## src/pgl_pkg.sv

```systemverilog
// package for the pam4 gray lane loopback attachment block
// assumes a 100 mhz aclk and an axi4-lite register bus with 32-bit data
package pgl_pkg;

  // lane counts: eight nrz client lanes folded onto four pam4 lanes
  localparam int unsigned CLIENT_LANES = 8;
  localparam int unsigned PAM4_LANES   = 4;
  localparam int unsigned SYM_W        = 2;

  // register byte offsets
  localparam logic [5:0] CTRL_OFFS       = 6'h00;
  localparam logic [5:0] LOCAL_ABIL_OFFS = 6'h04;
  localparam logic [5:0] FAR_LOW_OFFS    = 6'h08;
  localparam logic [5:0] FAR_HIGH_OFFS   = 6'h0c;
  localparam logic [5:0] STATUS_OFFS     = 6'h10;

  // field positions
  localparam int unsigned LOCAL_LOOP_BIT    = 0;
  localparam int unsigned REMOTE_LOOP_BIT   = 1;
  localparam int unsigned LOCAL_ABIL_BIT    = 0;
  localparam int unsigned FAR_ABIL_BIT      = 15;
  localparam int unsigned STAT_LINK_BIT     = 0;
  localparam int unsigned STAT_CDR_BIT      = 1;
  localparam int unsigned STAT_LOWER_OK_BIT = 2;
  localparam int unsigned STAT_PATTERN_BIT  = 3;

  // reset values
  localparam logic [1:0] CTRL_RESET = 2'h0;

  // axi response codes
  localparam logic [1:0] RESP_OKAY   = 2'h0;
  localparam logic [1:0] RESP_SLVERR = 2'h2;

  // cumulative delay budget, four stages, tx plus rx
  localparam int unsigned DELAY_LOW_BITS  = 18432;
  localparam int unsigned DELAY_HIGH_BITS = 36864;
  localparam int unsigned DELAY_MAX_PS    = 92160;
  localparam int unsigned CLK_PERIOD_PS   = 10000;
  localparam int unsigned STAGES          = 4;
  // budget per stage per direction, in aclk cycles, rounded down
  localparam int unsigned DELAY_MAX_CYC   = DELAY_MAX_PS / (STAGES * 2 * CLK_PERIOD_PS);
  // two sync flops, one edge flop, one output flop
  localparam int unsigned PATH_LATENCY_CYC = 4;

endpackage

```

## src/pgl_lane_pma.sv

```systemverilog
// lane attachment logic: bit mux, gray mapping, loopbacks, signal indication
// assumes lane clock and lane data arrive from outside the aclk domain;
// lane data is stable around the rising edge of lane_clk
`timescale 1ns/1ns
//
// Notes on behaviour
// - four stages together stay within delay budget; only this stage is checked, against the whole budget
// - output lane rate is m/n input rate
// - pam4 symbol rate is half bit rate
// - output lanes may be clocked independently
// - tx pairs first bit high, gray encode
// - rx gray decode, first bit left
// - lower signal feeds signal indication logic
// - local loopback returns tx bits to client
// - local loopback keeps tx muxing toward lower
// - control bit enters and leaves local loopback
// - read-only local loopback ability bit
// - remote loopback returns rx symbols outward
// - remote loopback keeps rx muxing toward client
// - control bit enters and leaves remote loopback
// - read-only remote loopback ability bits, both rates
// - remote loopback placed next to medium lanes
// - test patterns optional, reported absent
// - lane ordering fixed while streams valid
// - every coding sublayer lane bit carried through
module pgl_lane_pma (
  // clock and reset
  input  wire logic        aclk,
  input  wire logic        aresetn,
  // axi4-lite write address
  input  wire logic [5:0]  s_axi_awaddr,
  input  wire logic        s_axi_awvalid,
  output logic             s_axi_awready,
  // axi4-lite write data
  input  wire logic [31:0] s_axi_wdata,
  input  wire logic [3:0]  s_axi_wstrb,
  input  wire logic        s_axi_wvalid,
  output logic             s_axi_wready,
  // axi4-lite write response
  output logic [1:0]       s_axi_bresp,
  output logic             s_axi_bvalid,
  input  wire logic        s_axi_bready,
  // axi4-lite read address
  input  wire logic [5:0]  s_axi_araddr,
  input  wire logic        s_axi_arvalid,
  output logic             s_axi_arready,
  // axi4-lite read data
  output logic [31:0]      s_axi_rdata,
  output logic [1:0]       s_axi_rresp,
  output logic             s_axi_rvalid,
  input  wire logic        s_axi_rready,
  // lane clock shared by client and lower side
  input  wire logic        lane_clk,
  // client side: one bit per coding_sublayer_lane each lane clock
  input  wire logic [7:0]  client_tx_bits,
  output logic [7:0]       client_rx_bits,
  output logic             client_link_ok,
  // lower side: one pam4 symbol per lane each lane clock
  output logic [7:0]       lower_tx_syms,
  input  wire logic [7:0]  lower_rx_syms,
  input  wire logic        lower_signal_ok,
  input  wire logic        lower_cdr_lock
);

  localparam int unsigned NL = pgl_pkg::PAM4_LANES;
  localparam int unsigned SW = pgl_pkg::SYM_W;

  // budget check is elaboration-time; latency is fixed by construction.
  // this stage alone, transmit plus receive, is held against the whole
  // cumulative budget of one link end; a per-stage share rounds to one cycle
  localparam bit DELAY_FITS =
    (2 * pgl_pkg::PATH_LATENCY_CYC * pgl_pkg::CLK_PERIOD_PS) <= pgl_pkg::DELAY_MAX_PS;

  logic [1:0]  ctrl_reg;
  logic [5:0]  awaddr_reg;
  logic        aw_held_reg;
  logic [31:0] wdata_reg;
  logic [3:0]  wstrb_reg;
  logic        w_held_reg;
  logic        bvalid_reg;
  logic [1:0]  bresp_reg;
  logic        rvalid_reg;
  logic [1:0]  rresp_reg;
  logic [31:0] rdata_reg;
  logic [31:0] rdata_next;
  logic        rd_hit;
  logic        wr_fire;

  logic        lclk_s1_reg;
  logic        lclk_s2_reg;
  logic        lclk_s3_reg;
  logic        lane_tick;
  logic [7:0]  txb_s1_reg;
  logic [7:0]  txb_s2_reg;
  logic [7:0]  rxs_s1_reg;
  logic [7:0]  rxs_s2_reg;
  logic [1:0]  stat_s1_reg;
  logic [1:0]  stat_s2_reg;
  logic [7:0]  tx_sym_next;
  logic [7:0]  rx_bits_next;
  logic [7:0]  tx_sym_reg;
  logic [7:0]  rx_bits_reg;
  logic        link_reg;

  // ---------------- register bus ----------------

  assign s_axi_awready = !aw_held_reg && !bvalid_reg;
  assign s_axi_wready  = !w_held_reg && !bvalid_reg;
  assign wr_fire       = aw_held_reg && w_held_reg && !bvalid_reg;

  // write address flag: set when the address is taken, cleared as the write fires
  always_ff @(posedge aclk) begin
    if (!aresetn) begin
      aw_held_reg <= 1'b0;
    end else if (s_axi_awvalid && s_axi_awready) begin
      aw_held_reg <= 1'b1;
    end else if (wr_fire) begin
      aw_held_reg <= 1'b0;
    end
  end

  // write address latch; address and data may arrive in either order
  always_ff @(posedge aclk) begin
    if (!aresetn) begin
      awaddr_reg <= 6'h00;
    end else if (s_axi_awvalid && s_axi_awready) begin
      awaddr_reg <= s_axi_awaddr;
    end
  end

  // write data flag: set when the data is taken, cleared as the write fires
  always_ff @(posedge aclk) begin
    if (!aresetn) begin
      w_held_reg <= 1'b0;
    end else if (s_axi_wvalid && s_axi_wready) begin
      w_held_reg <= 1'b1;
    end else if (wr_fire) begin
      w_held_reg <= 1'b0;
    end
  end

  // write data and strobe latch, held until the write fires
  always_ff @(posedge aclk) begin
    if (!aresetn) begin
      wdata_reg <= 32'h0000_0000;
      wstrb_reg <= 4'h0;
    end else if (s_axi_wvalid && s_axi_wready) begin
      wdata_reg <= s_axi_wdata;
      wstrb_reg <= s_axi_wstrb;
    end
  end

  // control register: loopback enables, cleared at reset
  always_ff @(posedge aclk) begin
    if (!aresetn) begin
      ctrl_reg <= pgl_pkg::CTRL_RESET;
    end else if (wr_fire && awaddr_reg[5:2] == pgl_pkg::CTRL_OFFS[5:2] && wstrb_reg[0]) begin
      ctrl_reg[pgl_pkg::LOCAL_LOOP_BIT]  <= wdata_reg[pgl_pkg::LOCAL_LOOP_BIT];
      ctrl_reg[pgl_pkg::REMOTE_LOOP_BIT] <= wdata_reg[pgl_pkg::REMOTE_LOOP_BIT];
    end
  end

  // write response valid: raised once both halves are held, dropped on bready
  always_ff @(posedge aclk) begin
    if (!aresetn) begin
      bvalid_reg <= 1'b0;
    end else if (wr_fire) begin
      bvalid_reg <= 1'b1;
    end else if (s_axi_bready) begin
      bvalid_reg <= 1'b0;
    end
  end

  // write response code: only the control word is writable, all others refused
  always_ff @(posedge aclk) begin
    if (!aresetn) begin
      bresp_reg <= pgl_pkg::RESP_OKAY;
    end else if (wr_fire) begin
      bresp_reg <= (awaddr_reg[5:2] == pgl_pkg::CTRL_OFFS[5:2]) ? pgl_pkg::RESP_OKAY
                                                               : pgl_pkg::RESP_SLVERR;
    end
  end

  assign s_axi_bvalid  = bvalid_reg;
  assign s_axi_bresp   = bresp_reg;
  assign s_axi_arready = !rvalid_reg;

  // read decode
  always_comb begin
    rdata_next = 32'h0000_0000;
    rd_hit     = 1'b1;
    unique case (s_axi_araddr[5:2])
      pgl_pkg::CTRL_OFFS[5:2]:       rdata_next[1:0] = ctrl_reg;
      pgl_pkg::LOCAL_ABIL_OFFS[5:2]: rdata_next[pgl_pkg::LOCAL_ABIL_BIT] = 1'b1;
      pgl_pkg::FAR_LOW_OFFS[5:2]:    rdata_next[pgl_pkg::FAR_ABIL_BIT] = 1'b1;
      pgl_pkg::FAR_HIGH_OFFS[5:2]:   rdata_next[pgl_pkg::FAR_ABIL_BIT] = 1'b1;
      pgl_pkg::STATUS_OFFS[5:2]: begin
        rdata_next[pgl_pkg::STAT_LINK_BIT]     = link_reg;
        rdata_next[pgl_pkg::STAT_CDR_BIT]      = stat_s2_reg[1];
        rdata_next[pgl_pkg::STAT_LOWER_OK_BIT] = stat_s2_reg[0];
        rdata_next[pgl_pkg::STAT_PATTERN_BIT]  = 1'b0;
      end
      default: rd_hit = 1'b0;
    endcase
  end

  // read answer valid one cycle after the address is taken, held until rready
  always_ff @(posedge aclk) begin
    if (!aresetn) begin
      rvalid_reg <= 1'b0;
    end else if (s_axi_arvalid && s_axi_arready) begin
      rvalid_reg <= 1'b1;
    end else if (s_axi_rready) begin
      rvalid_reg <= 1'b0;
    end
  end

  // read word and code latched as the address is taken, steady while valid
  always_ff @(posedge aclk) begin
    if (!aresetn) begin
      rdata_reg <= 32'h0000_0000;
      rresp_reg <= pgl_pkg::RESP_OKAY;
    end else if (s_axi_arvalid && s_axi_arready) begin
      rdata_reg <= rdata_next;
      rresp_reg <= rd_hit ? pgl_pkg::RESP_OKAY : pgl_pkg::RESP_SLVERR;
    end
  end

  assign s_axi_rvalid = rvalid_reg;
  assign s_axi_rdata  = rdata_reg;
  assign s_axi_rresp  = rresp_reg;

  // ---------------- lane side ----------------

  // lane clock passes two flops, a third keeps the last value for the edge test
  always_ff @(posedge aclk) begin
    if (!aresetn) begin
      lclk_s1_reg <= 1'b0;
      lclk_s2_reg <= 1'b0;
      lclk_s3_reg <= 1'b0;
    end else begin
      lclk_s1_reg <= lane_clk;
      lclk_s2_reg <= lclk_s1_reg;
      lclk_s3_reg <= lclk_s2_reg;
    end
  end

  // client bits pass two flops; they stand still around a lane edge, so the
  // copy read at the detected edge is whole
  always_ff @(posedge aclk) begin
    if (!aresetn) begin
      txb_s1_reg <= 8'h00;
      txb_s2_reg <= 8'h00;
    end else begin
      txb_s1_reg <= client_tx_bits;
      txb_s2_reg <= txb_s1_reg;
    end
  end

  // received symbols pass two flops, the same delay as the lane clock copy
  always_ff @(posedge aclk) begin
    if (!aresetn) begin
      rxs_s1_reg <= 8'h00;
      rxs_s2_reg <= 8'h00;
    end else begin
      rxs_s1_reg <= lower_rx_syms;
      rxs_s2_reg <= rxs_s1_reg;
    end
  end

  // lower status levels pass two flops: bit 1 recovery lock, bit 0 signal ok
  always_ff @(posedge aclk) begin
    if (!aresetn) begin
      stat_s1_reg <= 2'h0;
      stat_s2_reg <= 2'h0;
    end else begin
      stat_s1_reg <= {lower_cdr_lock, lower_signal_ok};
      stat_s2_reg <= stat_s1_reg;
    end
  end

  // one symbol per lane per lane clock: two bits in, one symbol out
  assign lane_tick = lclk_s2_reg && !lclk_s3_reg;

  // per lane gray mapping; client lane 2i always arrives first on lane i
  // gray map, first bit high: 00 -> 0, 01 -> 1, 11 -> 2, 10 -> 3
  for (genvar i = 0; i < NL; i++) begin : g_lane
    logic a_bit;
    logic b_bit;
    logic [SW-1:0] rx_sym;
    assign a_bit = txb_s2_reg[2*i];
    assign b_bit = txb_s2_reg[2*i+1];
    assign rx_sym = rxs_s2_reg[SW*i +: SW];
    always_comb begin
      // remote loopback sends the received symbol straight back out
      if (ctrl_reg[pgl_pkg::REMOTE_LOOP_BIT]) begin
        tx_sym_next[SW*i +: SW] = rx_sym;
      end else begin
        tx_sym_next[SW*i +: SW] = {a_bit, a_bit ^ b_bit};
      end
      // local loopback returns client bits, one for one
      if (ctrl_reg[pgl_pkg::LOCAL_LOOP_BIT]) begin
        rx_bits_next[2*i]   = a_bit;
        rx_bits_next[2*i+1] = b_bit;
      end else begin
        rx_bits_next[2*i]   = rx_sym[1];
        rx_bits_next[2*i+1] = rx_sym[1] ^ rx_sym[0];
      end
    end
  end

  // all lanes share the one lane clock here, which independent clocking allows
  always_ff @(posedge aclk) begin
    if (!aresetn) begin
      tx_sym_reg <= 8'h00;
    end else if (lane_tick) begin
      tx_sym_reg <= tx_sym_next;
    end
  end

  // client receive bits move on the same lane tick, one bit per client lane
  always_ff @(posedge aclk) begin
    if (!aresetn) begin
      rx_bits_reg <= 8'h00;
    end else if (lane_tick) begin
      rx_bits_reg <= rx_bits_next;
    end
  end

  // signal indication logic: lower signal and recovery lock, or local loopback
  always_ff @(posedge aclk) begin
    if (!aresetn) begin
      link_reg <= 1'b0;
    end else begin
      link_reg <= (stat_s2_reg[0] && stat_s2_reg[1])
                  || ctrl_reg[pgl_pkg::LOCAL_LOOP_BIT];
    end
  end

  assign lower_tx_syms  = tx_sym_reg;
  assign client_rx_bits = rx_bits_reg;
  assign client_link_ok = link_reg && DELAY_FITS;

endmodule

```

## config.mk

```make
export PLATFORM = sky130hd
export DESIGN_NAME = pgl_lane_pma
export DESIGN_NICKNAME = d
export VERILOG_FILES = /design/src/pgl_pkg.sv /design/src/pgl_lane_pma.sv
export SDC_FILE = /design/constraint.sdc
export NUM_CORES = 1
export LEC_CHECK = 0
export BUFFER_PORTS_ARGS = -buffer_cell sky130_fd_sc_hd__buf_2
export CAP_MARGIN = 10
export CORE_MARGIN = 2
export CORE_UTILIZATION = 37
export DETAILED_ROUTE_END_ITERATION = 6
export PLACE_DENSITY = 0.72
export SLEW_MARGIN = 5
export SYNTH_ARGS = -nofsm -noshare
export SYNTH_HDL_FRONTEND = slang
export SYNTH_SLANG_ARGS = --single-unit
```

## constraint.sdc

```tcl
create_clock -name aclk -period 1.6 [get_ports aclk]
set_clock_uncertainty 0.2 [all_clocks]
set_input_delay 0.16 -clock aclk [delete_from_list [all_inputs] [get_ports aclk]]
set_output_delay 0.16 -clock aclk [all_outputs]
set_load 0.005 [all_outputs]
```

* After elaboration in Yosys (flattened, before gate mapping)
Cells that the tools add are included.
** Operators by class
- Eq/ne operators :: 4
- Multiplexer cells :: 22
- Bitwise logic cells :: 8
- Reductions and logical operators :: 25
** Operator list (number)
- 2-bit 2-to-1 mux :: 10
- 1-bit logical AND :: 11
- 1-bit 2-to-1 mux :: 10
- 4-bit by 2-bit == test with 1-bit output, second input constant :: 2
- 4-bit logical NOT :: 2
- 2-bit nonzero test :: 4
- 1-bit bitwise XOR :: 8
- 1-bit logical NOT :: 5
- 5-bit OR reduction :: 1
- 4-bit by 1-bit == test with 1-bit output, second input constant :: 1
- 4-bit by 3-bit == test with 1-bit output, second input constant :: 1
- 1-bit case mux with 3 select lines :: 1
- 1-bit case mux with 2 select lines :: 1
- 2-bit OR reduction :: 1
- 1-bit logical OR :: 1
** Word-level totals
- Bits in registers :: 80
- Bits of input ports :: 74
- Output and inout port bits :: 58

* Logic depth before layout (Yosys ltp)
Gate-level depths: netlist of the first run.
- Depth after elaboration :: 4
- Gate-level depth with buffers :: 5

* Worst setup path before layout of the first run
No wires, ideal clock.
- Path type :: register -> register
- From :: register bvalid_reg, in the netlist s_axi_bvalid
- To :: register awaddr_reg[2]
- Setup time :: 116 ps
- Arrival time :: 1005 ps
- Slack :: 279 ps
- Cell stages (with the launch flop) :: 5
- Clock period less this slack :: 1321 ps
- Cells stage by stage :: dfxtp_1 > buf_6 > nor3b_4 > mux2i_1 > nor2b_1
** On the way
- Cells in the longest elaborated chain, start to end :: 3
** Ends and longest elaborated chain
- start: declaration :: RTL line pgl_lane_pma.sv:80 : logic bvalid_reg;
- start signal: assignment :: RTL line pgl_lane_pma.sv:166 : bvalid_reg <= 1'b0;
- start signal: assignment :: RTL line pgl_lane_pma.sv:168 : bvalid_reg <= 1'b1;
- start signal: assignment :: RTL line pgl_lane_pma.sv:170 : bvalid_reg <= 1'b0;
- 1-bit logical NOT :: RTL line pgl_lane_pma.sv:107 : assign s_axi_awready = !aw_held_reg && !bvalid_reg;
- 1-bit logical AND :: RTL line pgl_lane_pma.sv:107
- 1-bit logical AND :: RTL line pgl_lane_pma.sv:126 : end else if (s_axi_awvalid && s_axi_awready) begin
- end signal: assignment :: RTL line pgl_lane_pma.sv:127 : awaddr_reg <= s_axi_awaddr;
- end: declaration :: RTL line pgl_lane_pma.sv:75 : logic [5:0] awaddr_reg;
Every way passes these cells.
A chain may end at the register's enable or synchronous reset.

* Worst setup path in the final report of the first run
- From :: input s_axi_arvalid
- To :: register rvalid_reg, in the netlist s_axi_rvalid
** On the way
- Cells in the longest elaborated chain, start to end :: 2
** Ends and longest elaborated chain
- start: declaration :: RTL line pgl_lane_pma.sv:45 : input wire logic s_axi_arvalid,
- 1-bit logical AND (*) :: RTL line pgl_lane_pma.sv:211 : end else if (s_axi_arvalid && s_axi_arready) begin
- 1-bit 2-to-1 mux / 2-bit nonzero test (equally long branches)
- end signal: assignment :: RTL line pgl_lane_pma.sv:210 : rvalid_reg <= 1'b0;
- end signal: assignment :: RTL line pgl_lane_pma.sv:212 : rvalid_reg <= 1'b1;
- end signal: assignment :: RTL line pgl_lane_pma.sv:214 : rvalid_reg <= 1'b0;
- end: declaration :: RTL line pgl_lane_pma.sv:82 : logic rvalid_reg;
Every way passes the cells marked *; elsewhere a longest branch is shown, timed or not.

==> results of run 1 <==
## routing by layer
| layer | GRT usage (%) | vias up | wire length, um |
|---|---|---|---|
| met4 | 8.454 | 0 | 149 |
| met3 | 2.729 | 10 | 257 |
| met1 | 15.12 | 977 | 2481 |
| met2 | 23.04 | 61 | 2791 |
| met5 | 0 | - | 0 |
| li1 | - | 1100 | - |
## placed cells by master (no fill, tap or decap), drive strengths merged, types with 8 or more instances in the layout
master       netlist  final
clkbuf             7     11
dfxtp             75     75
dlygate4sd3        0     34
xor2               8      8
conb               1     30
buf               38     71
and2              39     39
a21boi            11     11
nor2b             13     13
o211ai             8      8
mux2i             17     17
o211a             10     10
nand2b            12     12
nand2             27     27
## Yosys cell counts
cell type and number:
sky130_fd_sc_hd__dfxtp_1 75, sky130_fd_sc_hd__and2_1 39, sky130_fd_sc_hd__buf_4 32, sky130_fd_sc_hd__nand2_1 27, sky130_fd_sc_hd__mux2i_1 17, sky130_fd_sc_hd__nor2b_1 12
sky130_fd_sc_hd__a21boi_1 11, sky130_fd_sc_hd__nand2b_1 11, sky130_fd_sc_hd__o211a_1 10, sky130_fd_sc_hd__o211ai_1 8, sky130_fd_sc_hd__xor2_1 8, sky130_fd_sc_hd__clkbuf_1 7
sky130_fd_sc_hd__buf_2 5, sky130_fd_sc_hd__a21oi_1 3, sky130_fd_sc_hd__nand3_1 3, sky130_fd_sc_hd__nor2_1 3, sky130_fd_sc_hd__nor3_1 2, sky130_fd_sc_hd__nor3b_4 2
sky130_fd_sc_hd__a31oi_1 1, sky130_fd_sc_hd__and3_4 1, sky130_fd_sc_hd__and3b_1 1, sky130_fd_sc_hd__buf_6 1, sky130_fd_sc_hd__conb_1 1, sky130_fd_sc_hd__inv_1 1
sky130_fd_sc_hd__mux2_2 1, sky130_fd_sc_hd__nand2b_4 1, sky130_fd_sc_hd__nand4_1 1, sky130_fd_sc_hd__nor2b_2 1, sky130_fd_sc_hd__nor4_1 1, sky130_fd_sc_hd__nor4b_2 1
sky130_fd_sc_hd__o21a_1 1, sky130_fd_sc_hd__o21ai_0 1, sky130_fd_sc_hd__o21ai_1 1, sky130_fd_sc_hd__or3_1 1
## through the flow
stage | setup slack (ns) | hold slack [ns] | total power, mW | std cells
after floorplan | 0.2791 | 0.08729 | 2.279 | 320
after global placement | 0.1800 | 0.1668 | 2.339 | 448
after detailed placement | 0.1727 | 0.1690 | 2.351 | 448
after CTS | 0.08710 | 0.05017 | 3.931 | 498
after global routing | 0.02336 | 0.06510 | 4.043 | 498
final | 0.03848 | 0.04911 | 3.871 | 498
## worst min-delay path by stage
stage          cells after the start  slack (ns)             end              start
2_1_floorplan                      1        0.09     lclk_s1_reg           lane_clk
3_3_place_gp                       2        0.17   rxs_s1_reg[1]   lower_rx_syms[1]
3_5_place_dp                       2        0.17   txb_s1_reg[1]  client_tx_bits[1]
4_1_cts                            3        0.05  s_axi_rdata[0]            aresetn
5_1_grt                            2        0.07  s_axi_rdata[2]            aresetn
6_report                           3        0.05  s_axi_rdata[0]            aresetn
## cells by family after synthesis
family                 Yosys count  share of synthesized area, %
AO/OA/AOI/OAI                   36                         9.434
XOR/XNOR                         8                         2.348
buffers and inverters           46                         10.27
flip-flops                      75                         50.31
multiplexers                    18                         6.080
other                            1                        0.1257
AND/OR/NAND/NOR                107                         21.43
## cell type report
type	count	share of cell area, %
multi-input combinational	199	33.13
tap	102	3.290
clock buffer	11	3.903
timing repair buffer	105	19.35
inverter	1	0.09677
clock inverter	5	1.516
sequential	75	38.71
## tightest hold or removal path, cell delays in order
cell and delay (ns):
sky130_fd_sc_hd__buf_2 0.22, sky130_fd_sc_hd__o21ai_0 0.12, sky130_fd_sc_hd__a31oi_1 0.04
## power by group through the flow
stage / clock (mW) / combinational (mW) / sequential [mW]
after floorplan: 0 / 0.244 / 2.03
after global placement: 0 / 0.297 / 2.04
after detailed placement: 0 / 0.304 / 2.05
after CTS: 1.56 / 0.369 / 2.00
after global routing: 1.62 / 0.411 / 2.01
final: 1.50 / 0.365 / 2.00
==> reports/summary.md, run 1 <==
In the post-synthesis netlist, the biggest area contributors are sky130_fd_sc_hd__dfxtp_1 (50%), sky130_fd_sc_hd__and2_1 (8.2%), sky130_fd_sc_hd__buf_4 (8.1%). The proportion of netlist area held by the largest area contributor is 50.31%, and the post-layout instance area is 3879 um2. STA classifies the critical path endpoint as a register.

The reg-to-reg startpoint is s_axi_rvalid. The areal power density over the cells is 997.9 nW/um2. In this run the tool buffered the top-level ports with 64 buffer cells.

The count of routing violations after the opening detailed-route iteration was 54; the count of fill cells added during filler insertion was 768. The area of the core was 7767 um2; the share of total power consumed by net switching was 23.19%. During synthesis, Yosys emitted a total of 0 warnings. The post-route netlist has 23.74% of its cells at a drive strength greater than 1. Final-report hold violation count: 0. Cell at the root of the clock tree: sky130_fd_sc_hd__clkbuf_8.

The logs give 1501 um2 for the sequential cell area in the final layout and 9066 um for the global-route wire length before repair. The critical path crosses 4 cells after its start point. The destination of the worst register-to-register timing path is s_axi_rvalid. The type of the worst setup path was in2reg. For this design, the slowest cell found on the critical path is sky130_fd_sc_hd__dlygate4sd3_1.

Number of nets still failing antenna checks after routing: 0. TritonCTS built the clock tree. The number of different library cells used by synthesis comes to 34. The overall track demand over capacity in global routing was 13.42%. The logs give 2.973 mW for the design internal power and 8799 um2 for the die footprint. Data required time at the worst endpoint: 1.64 ns. The logs give 0.17 ns for the flop-to-flop setup slack and 0.3826 mV for the peak supply drop. Kind of cell adding the most delay to the critical path: buffers and inverters. The achievable clock frequency is 0.6404 GHz, and the deepest clock path buffer count is 2. End point of the critical path: s_axi_rvalid. The count of final max-slew check failures came out at 0.

In this run the worst hold path is classified as in2reg. For this design the static power due to leakage is 1.798 nW. Setup repair after global routing left no endpoint under its margin.

The critical path starts at s_axi_arvalid. The post-layout net count is 465, and the standard-cell row count is 32. The multi-input combinational cells in the finished layout cover a total of 1285 um2. The mean instance size in the synthesized netlist is 10.25 um2, and the initial core utilization is 38.42%. Detailed placement finished with a half-perimeter wire length of 3985 um.

The routed layout has 2148 vias. The chip height was 93.81 um. The clock tree synthesis step divided the H-tree into 3 levels. After clock tree synthesis, the repair step resized 0 gates. The run gives 33 as the largest net degree at the start of global routing. Clock transition at the registers of the reported paths: 0.08 ns. Post-CTS timing repair inserted 0 buffers for setup.

The count of endpoints failing setup in the final report was 0. For the number of sinks handled by clock tree synthesis, the log shows 75. The area growth from synthesis to layout is 29.98%.

The final critical delay including setup and external delays was 1.562 ns; the number of max-capacitance violations reported was 0. For the final routed database, the setup TNS stands at 0 ns. The tools report the end-of-flow core utilization as 49.94%.

For the clock latency reported for the late side of the worst-skew pair, the log shows 0.34 ns. For the area of the mapped netlist, the log shows 2984 um2. Share of synthesized area occupied by flip-flops and latches: 50.31%. The flow ran to the end, and the final reports show no timing, DRC or antenna violations. The tools report the critical path startpoint category as a primary input.

The switching power of the nets is 897.7 uW, and the number of buffers added to fix hold violations after cts is 34. The mean number of vias per cell came out at 4.313. Number of antenna diodes: 0. Dividing the detail-routed wire length by the instance count gives 11.41 um.

Walking the worst path, the cells encountered are dlygate4sd3_1 -> buf_2 -> o211a_1 -> dlygate4sd3_1. The clock group share of total power is 38.8%, and the number of antenna violations at the first check in global routing is 0. Synthesis produced a netlist whose cell count is 291. Counting flops and latches in the post-synthesis netlist gives 75.

The tools report the aggregate global routing overflow as 0. The cell type with the largest total area after synthesis is sky130_fd_sc_hd__dfxtp_1. The largest single stage delay on the critical path is 0.55 ns. The routed design has 5680 um of wire.

The run gives 0.7514 as the last weighted congestion value of the routability-driven placer. Once placement finished, the instance area stood at 3328 um2. In this run the worst path has a maximum fanout of 3.

The number of buffers and inverters on the critical path was 3; the portion of total power attributed to combinational logic was 9.4%. The floorplan die width came out at 93.81 um. For the worst setup path, the data arrival time is 1.60 ns. After detailed routing, the number of remaining DRC violations is 0. Registers are responsible for 51.7% of the overall power. The logs give 1977 for the via count of the first global-routing pass and 9 for the number of CTS-inserted buffers. Depth of the worst register-to-register path: 2. The first detailed-routing pass ran for 4 iterations. The post-route fraction of the period consumed by the critical path was 97.60%.

Most frequent cell on the critical path: sky130_fd_sc_hd__dlygate4sd3_1. For this design the top-level I/O count stands at 132.
Power figures use the tool's default switching activity.
==> inputs of run 2 (changes only) <==
--- a/config.mk
+++ b/config.mk
@@ -10,7 +10,7 @@
 export CORE_MARGIN = 2
 export CORE_UTILIZATION = 37
 export DETAILED_ROUTE_END_ITERATION = 6
-export PLACE_DENSITY = 0.72
+export PLACE_DENSITY = 0.65
 export SLEW_MARGIN = 5
 export SYNTH_ARGS = -nofsm -noshare
 export SYNTH_HDL_FRONTEND = slang
==> reports/summary.md, run 2 (same netlist as run 1, synthesis figures left out) <==
After detailed routing, the average wire length per cell comes to 11.09 um. The tools report the number of max-capacitance violations reported as 0. In this run the deepest clock path goes through 2 buffers. The number of CTS-inserted buffers came out at 9. Of the total power, the share spent switching nets is 22.79%.

The die covers 8799 um2. The overall track demand over capacity in global routing came out at 13.02%. The run gives 75 as the number of sinks handled by clock tree synthesis.

Entering global routing, the biggest net connects 52 pins. Across all hold checks on the routed design, the worst slack comes to 0.03459 ns. In the routed layout, each cell is associated on average with a via count of 4.272. Leaving out fill and tap cells, the most frequent cell in the layout is sky130_fd_sc_hd__dfxtp_1. Overall power consumption after layout is estimated at 3.785 mW. The critical path in this run is classified as in2reg.

Per report_power, the clock group accounts for 37.5% of the total. The detailed router finished its first iteration with 98 violations. The sequential cells in the finished layout cover a total of 1501 um2. Relative area change from synthesis to final layout: 28.97%.

The final-report hold violation count is 0, and the areal power density over the cells is 983.4 nW/um2. The smallest setup slack after layout was 0.05647 ns; the fraction of final layout cells sized beyond drive strength 1 was 23.54%. In this run the remaining antenna-violating nets after routing total 0. The via count is 2123, and the post-layout net count is 464.

Type of the most critical hold path: in2reg. The count of final max-slew check failures came out at 0. The first-pass detailed-route iteration total is 4, and the combined area of the multi-input logic cells is 1291 um2.

Combinational logic burns 9.6% of the power. The post-layout instance area came out at 3849 um2. The worst endpoint data arrival time was 1.57 ns; the data required time at the worst endpoint was 1.63 ns. The run gives 0.4081 mV as the peak supply drop. The library cells used most frequently in the layout, excluding fill and tap cells, are sky130_fd_sc_hd__dfxtp_1 (75), sky130_fd_sc_hd__buf_2 (64), sky130_fd_sc_hd__and2_1 (39), sky130_fd_sc_hd__dlygate4sd3_1 (34), sky130_fd_sc_hd__conb_1 (30). The tools report the design internal power as 2.922 mW. Clock transition at the registers of the reported paths: 0.08 ns.

The core region is 7767 um2. The worst-path maximum fanout is 3. Setup violations remaining at the end of the flow were counted as 0.

Summed over all cells, the static leakage comes to 1.786 nW. The run gives 0.6479 GHz as the achievable clock frequency. The final critical delay including setup and external delays is 1.544 ns, and the chip height is 93.81 um. Setup repair after global routing left no endpoint under its margin. Cells fill 49.55% of the core in the end. The number of antenna diodes in the final layout is 0. The number of port buffers is 64, and the count of H-tree levels built during CTS is 3.

The cell sitting at the root of the clock tree is a sky130_fd_sc_hd__clkbuf_8. The post-route non-filler standard cell count was 497; the DRC violation count after routing was 0. TritonCTS built the clock tree. The aggregate global routing overflow came out at 0.

The number of I/O pins is 132, and the number of antenna violations at the first check in global routing is 0. The flow ran to the end, and the final reports show no timing, DRC or antenna violations. The standard-cell row count was 32; the post-route fraction of the period consumed by the critical path was 96.47%. After filler insertion, the fill cell instance count of the layout stands at 746.

The floorplan die width was 93.81 um. The final layout contains routed wiring with a total length of 5514 um. The setup TNS was 0 ns. Counting tap cells, the placed design contains a total of 447 instances. The critical path startpoint category is a primary input. For the via count of the first global-routing pass, the log shows 2011. The congestion estimate from routability-driven global placement came to 0.7242. The analysis attributes to net switching a power of 862.8 uW.

The initial utilization of the core area, before any placement, comes to 38.42%. For the global-route wire length before repair, the log shows 8935 um. The run gives 3308 um2 as the placed standard-cell area. For the HPWL after detailed placement, the log shows 3747 um. The worst setup path is captured at a register. The later pin in the worst-skew pair is clocked with a latency of 0.33 ns. The tools report the number of setup buffers added after CTS as 0.

In this run, flip-flops and latches consume 53.0% of the power. Prior to clock tree synthesis, the placed netlist has a worst setup slack of 0.1690 ns.
-- run 2: cell types whose count changed in the layout (fill, tap and decap cells not counted) --
| cell | previous run | this run |
|---|---|---|
| sky130_fd_sc_hd__inv_6 | 1 | 0 |
| sky130_fd_sc_hd__nor4_1 | 1 | 0 |
| sky130_fd_sc_hd__clkbuf_8 | 11 | 10 |
| sky130_fd_sc_hd__clkinvlp_4 | 2 | 1 |
| sky130_fd_sc_hd__clkbuf_1 | 0 | 1 |
| sky130_fd_sc_hd__clkinv_2 | 1 | 3 |
| sky130_fd_sc_hd__buf_12 | 3 | 2 |
| sky130_fd_sc_hd__nor4_2 | 0 | 1 |
-- run 2: path summary, 6_finish.rpt --
| check | cells past startpoint | start | endpoint | slack, ns |
|---|---|---|---|---|
| setup / recovery | 4 | s_axi_arvalid | s_axi_rvalid | 0.06 |
| hold reg to reg | 1 | txb_s1_reg[4] | txb_s2_reg[4] | 0.23 |
| hold / removal | 3 | aresetn | ctrl_reg[0] | 0.03 |
| setup reg to reg | 3 | s_axi_rvalid | s_axi_rvalid | 0.15 |
-- run 2: what timing repair did --
item	in CTS	in global routing
setup endpoints to repair	0	1
hold buffers	34	0
resized for setup	0	1
endpoints found under the hold margin	33	0
-- run 2: final cells by class --
class / count / area share [%]
Sequential cell: 75 / 39.01
Multi-Input combinational cell: 199 / 33.55
Timing Repair Buffer: 104 / 18.99
Clock buffer: 11 / 3.674
Tap cell: 102 / 3.316
Clock inverter: 5 / 1.365
Inverter: 1 / 0.09753
-- run 2: critical path: stages --
cell	delay, ns
sky130_fd_sc_hd__dlygate4sd3_1	0.53
sky130_fd_sc_hd__buf_2	0.15
sky130_fd_sc_hd__o211a_1	0.19
sky130_fd_sc_hd__dlygate4sd3_1	0.54
-- run 2: power groups by stage --
stage | combinational [mW] | sequential (mW) | clock (mW)
2_1_floorplan | 0.244 | 2.03 | 0
3_3_place_gp | 0.295 | 2.04 | 0
3_5_place_dp | 0.300 | 2.05 | 0
4_1_cts | 0.363 | 2.00 | 1.48
5_1_grt | 0.410 | 2.02 | 1.54
6_report | 0.363 | 2.00 | 1.42
-- run 2: metal layers --
layer	share of wire, %	vias to the layer above	GRT usage [%]
li1	-	1091	-
met4	1.8	0	7.126
met1	48	949	16.50
met3	5.8	8	3.451
met2	45	75	20.12
met5	0	-	0
==> inputs of run 3 (changes only) <==
--- a/config.mk
+++ b/config.mk
@@ -9,6 +9,7 @@
 export CAP_MARGIN = 10
 export CORE_MARGIN = 2
 export CORE_UTILIZATION = 37
+export CTS_BUF_LIST = sky130_fd_sc_hd__clkbuf_16
 export DETAILED_ROUTE_END_ITERATION = 6
 export PLACE_DENSITY = 0.65
 export SLEW_MARGIN = 5
==> reports/summary.md, run 3 (same netlist as run 1, synthesis figures left out) <==
Of all nets on the critical path, the largest fanout is 3. Counting the fill cells in the layout gives 731. After detailed routing, the number of vias per cell comes to 4.247. The logs give 2 for the deepest clock path buffer count and 0 for the aggregate global routing overflow. The number of CTS-inserted buffers came out at 9. Measured along the y axis, the die boundary spans 93.81 um.

The clock period could shrink to 1.560 ns. The number of antenna violations at the first check in global routing is 0, and the count of final max-slew check failures is 0. The worst register-to-register path has a depth of 3. The worst-case IR drop observed on VDD is 0.5208 mV. The die covers 8799 um2.

Total power of the final layout: 4.271 mW. The average wire per standard cell is 11.08 um. STA classifies the critical path endpoint as a register. Measured along the x axis, the die boundary spans 93.81 um. The overall routed net length came out at 5507 um.

The flop-to-flop setup slack was 0.15 ns; the cell depth of the worst min-delay path was 3. The setup path with the least slack is of type in2reg. STA classifies the critical path startpoint as a primary input. The share of total power consumed by net switching is 21.47%, and the clock transition at the registers of the reported paths is 0.06 ns. The fraction of final layout cells sized beyond drive strength 1 came out at 23.04%. For hold timing, the worst endpoint is ctrl_reg[0]. The worst path uses 97.47% of the clock period.

The placed cell count came out at 447. The relative area change from synthesis to final layout is 31.82%. The tools report the post-layout instance area as 3934 um2.

The overall track demand over capacity in global routing came out at 13.29%. The HPWL after detailed placement is 3747 um, and the post-route non-filler standard cell count is 497. The run gives 1501 um2 as the sequential cell area in the final layout. The tools report the standard-cell row count as 32. The reg-to-reg startpoint was s_axi_rvalid.

The flow ran to the end, and the final reports show no timing, DRC or antenna violations. The first global-routing pass estimated 9052 um of wire. Entering global routing, the biggest net connects 52 pins. The switching power of the nets is 917.1 uW, and the worst endpoint data arrival time is 1.57 ns. The type of the most critical hold path is in2reg.

Setup repair after global routing left no endpoint under its margin. The achievable clock frequency is 0.6412 GHz, and the count of routing violations after the opening detailed-route iteration is 98. For the number of antenna diodes, the log shows 0. The startpoint identified for the worst hold timing path is aresetn. The library cells used most frequently in the layout, excluding fill and tap cells, are sky130_fd_sc_hd__dfxtp_1 (75), sky130_fd_sc_hd__buf_2 (64), sky130_fd_sc_hd__and2_1 (39), sky130_fd_sc_hd__dlygate4sd3_1 (34), sky130_fd_sc_hd__conb_1 (30). The initial core utilization is 38.42%, and the final-report hold violation count is 0. The number of port buffers was 64; the combined area of the multi-input logic cells was 1285 um2. After detailed routing, the number of remaining DRC violations is 0. The worst hold slack across all endpoints is 0.05470 ns. The number of max-capacitance violations reported was 0.

The cell sitting at the root of the clock tree is a sky130_fd_sc_hd__clkbuf_16. Clock latency on the worst-skew pair, taken at its later pin, is 0.32 ns. The placed standard-cell area is 3308 um2, and the portion of total power attributed to combinational logic is 8.5%. Power spread over the standard cell area amounts to 1086 nW/um2. The clock net in this run drives a total of 75 sinks. The tools report the destination of the worst register-to-register timing path as s_axi_rvalid. The clock network is responsible for 44.6% of the overall power. Commonest non-fill, non-tap cell in the layout: sky130_fd_sc_hd__dfxtp_1. The post-layout net count is 464.

The count of endpoints failing setup in the final report was 0. The run gives 47.0% as the power share of the sequential group. Pin placement for this block handled 132 I/O pins. For this design the static power due to leakage is 1.830 nW.

In this run the standard cell core region covers 7767 um2. The via count is 2111. Cell internal power was estimated by the tool at 3.354 mW.

The detail route stage leaves a number of antenna-violating nets equal to 0. The pre-antenna-repair detailed-routing pass consisted of 4 iterations. The run gives 0 as the quantity of gates resized following cts. At the end of routability-driven placement, the weighted congestion stood at 0.7242. For the worst setup path, the data required time is 1.61 ns. The run gives 2017 as the via count of the first global-routing pass.

The setup TNS is 0 ns, and the count of H-tree levels built during CTS is 3. TritonCTS built the clock tree.
[run 3: final cells by class]
| cell class | count | area share [%] |
|---|---|---|
| Timing Repair Buffer | 104 | 18.58 |
| Clock buffer | 9 | 5.725 |
| Sequential cell | 75 | 38.17 |
| Multi-Input combinational cell | 199 | 32.67 |
| Clock inverter | 7 | 1.527 |
| Tap cell | 102 | 3.244 |
| Inverter | 1 | 0.09542 |
[run 3: routing by layer]
| metal | global-route usage, % | share of wire [%] | up-vias | wire [um] |
|---|---|---|---|---|
| li1 | - | - | 1096 | - |
| met5 | 0 | 0 | - | 0 |
| met4 | 6.763 | 2.2 | 0 | 119 |
| met2 | 20.24 | 44 | 65 | 2439 |
| met3 | 4.414 | 6.1 | 10 | 336 |
| met1 | 16.73 | 47 | 940 | 2612 |
[run 3: worst max-delay path by stage]
stage                   from            end  slack (ns)  cells after the start
2_1_floorplan   s_axi_bvalid  awaddr_reg[2]        0.28                      4
3_3_place_gp   awaddr_reg[5]    ctrl_reg[0]        0.18                      3
3_5_place_dp    s_axi_bvalid    ctrl_reg[1]        0.17                      3
4_1_cts        s_axi_arvalid   s_axi_rvalid        0.06                      4
5_1_grt        s_axi_arvalid   s_axi_rvalid        0.02                      4
6_report       s_axi_arvalid   s_axi_rvalid        0.04                      4
[run 3: what timing repair did]
action                                  in CTS  in global routing
endpoints found under the setup margin       0                  0
endpoints found under the hold margin       33                  0
hold buffers                                34                  0
buffers inserted                             0                  0
[run 3: power groups by stage]
stage	Clock, mW	Combinational (mW)	Sequential (mW)
global placement	0	0.295	2.04
global route	2.05	0.409	2.02
CTS	1.97	0.363	2.01
floorplan	0	0.244	2.03
finish	1.90	0.361	2.01
detailed placement	0	0.300	2.05
[run 3: through the flow]
stage               util, %  worst slack, ns
floorplan                 -           0.2791
global placement      42.59           0.1755
detailed placement    42.59           0.1690
CTS                   50.64          0.06198
global route          50.64          0.01711
finish                50.64          0.04047
[run 3: critical path, cell delays in order]
cell and delay (ns):
sky130_fd_sc_hd__dlygate4sd3_1 0.53, sky130_fd_sc_hd__buf_2 0.15, sky130_fd_sc_hd__o211a_1 0.19, sky130_fd_sc_hd__dlygate4sd3_1 0.54
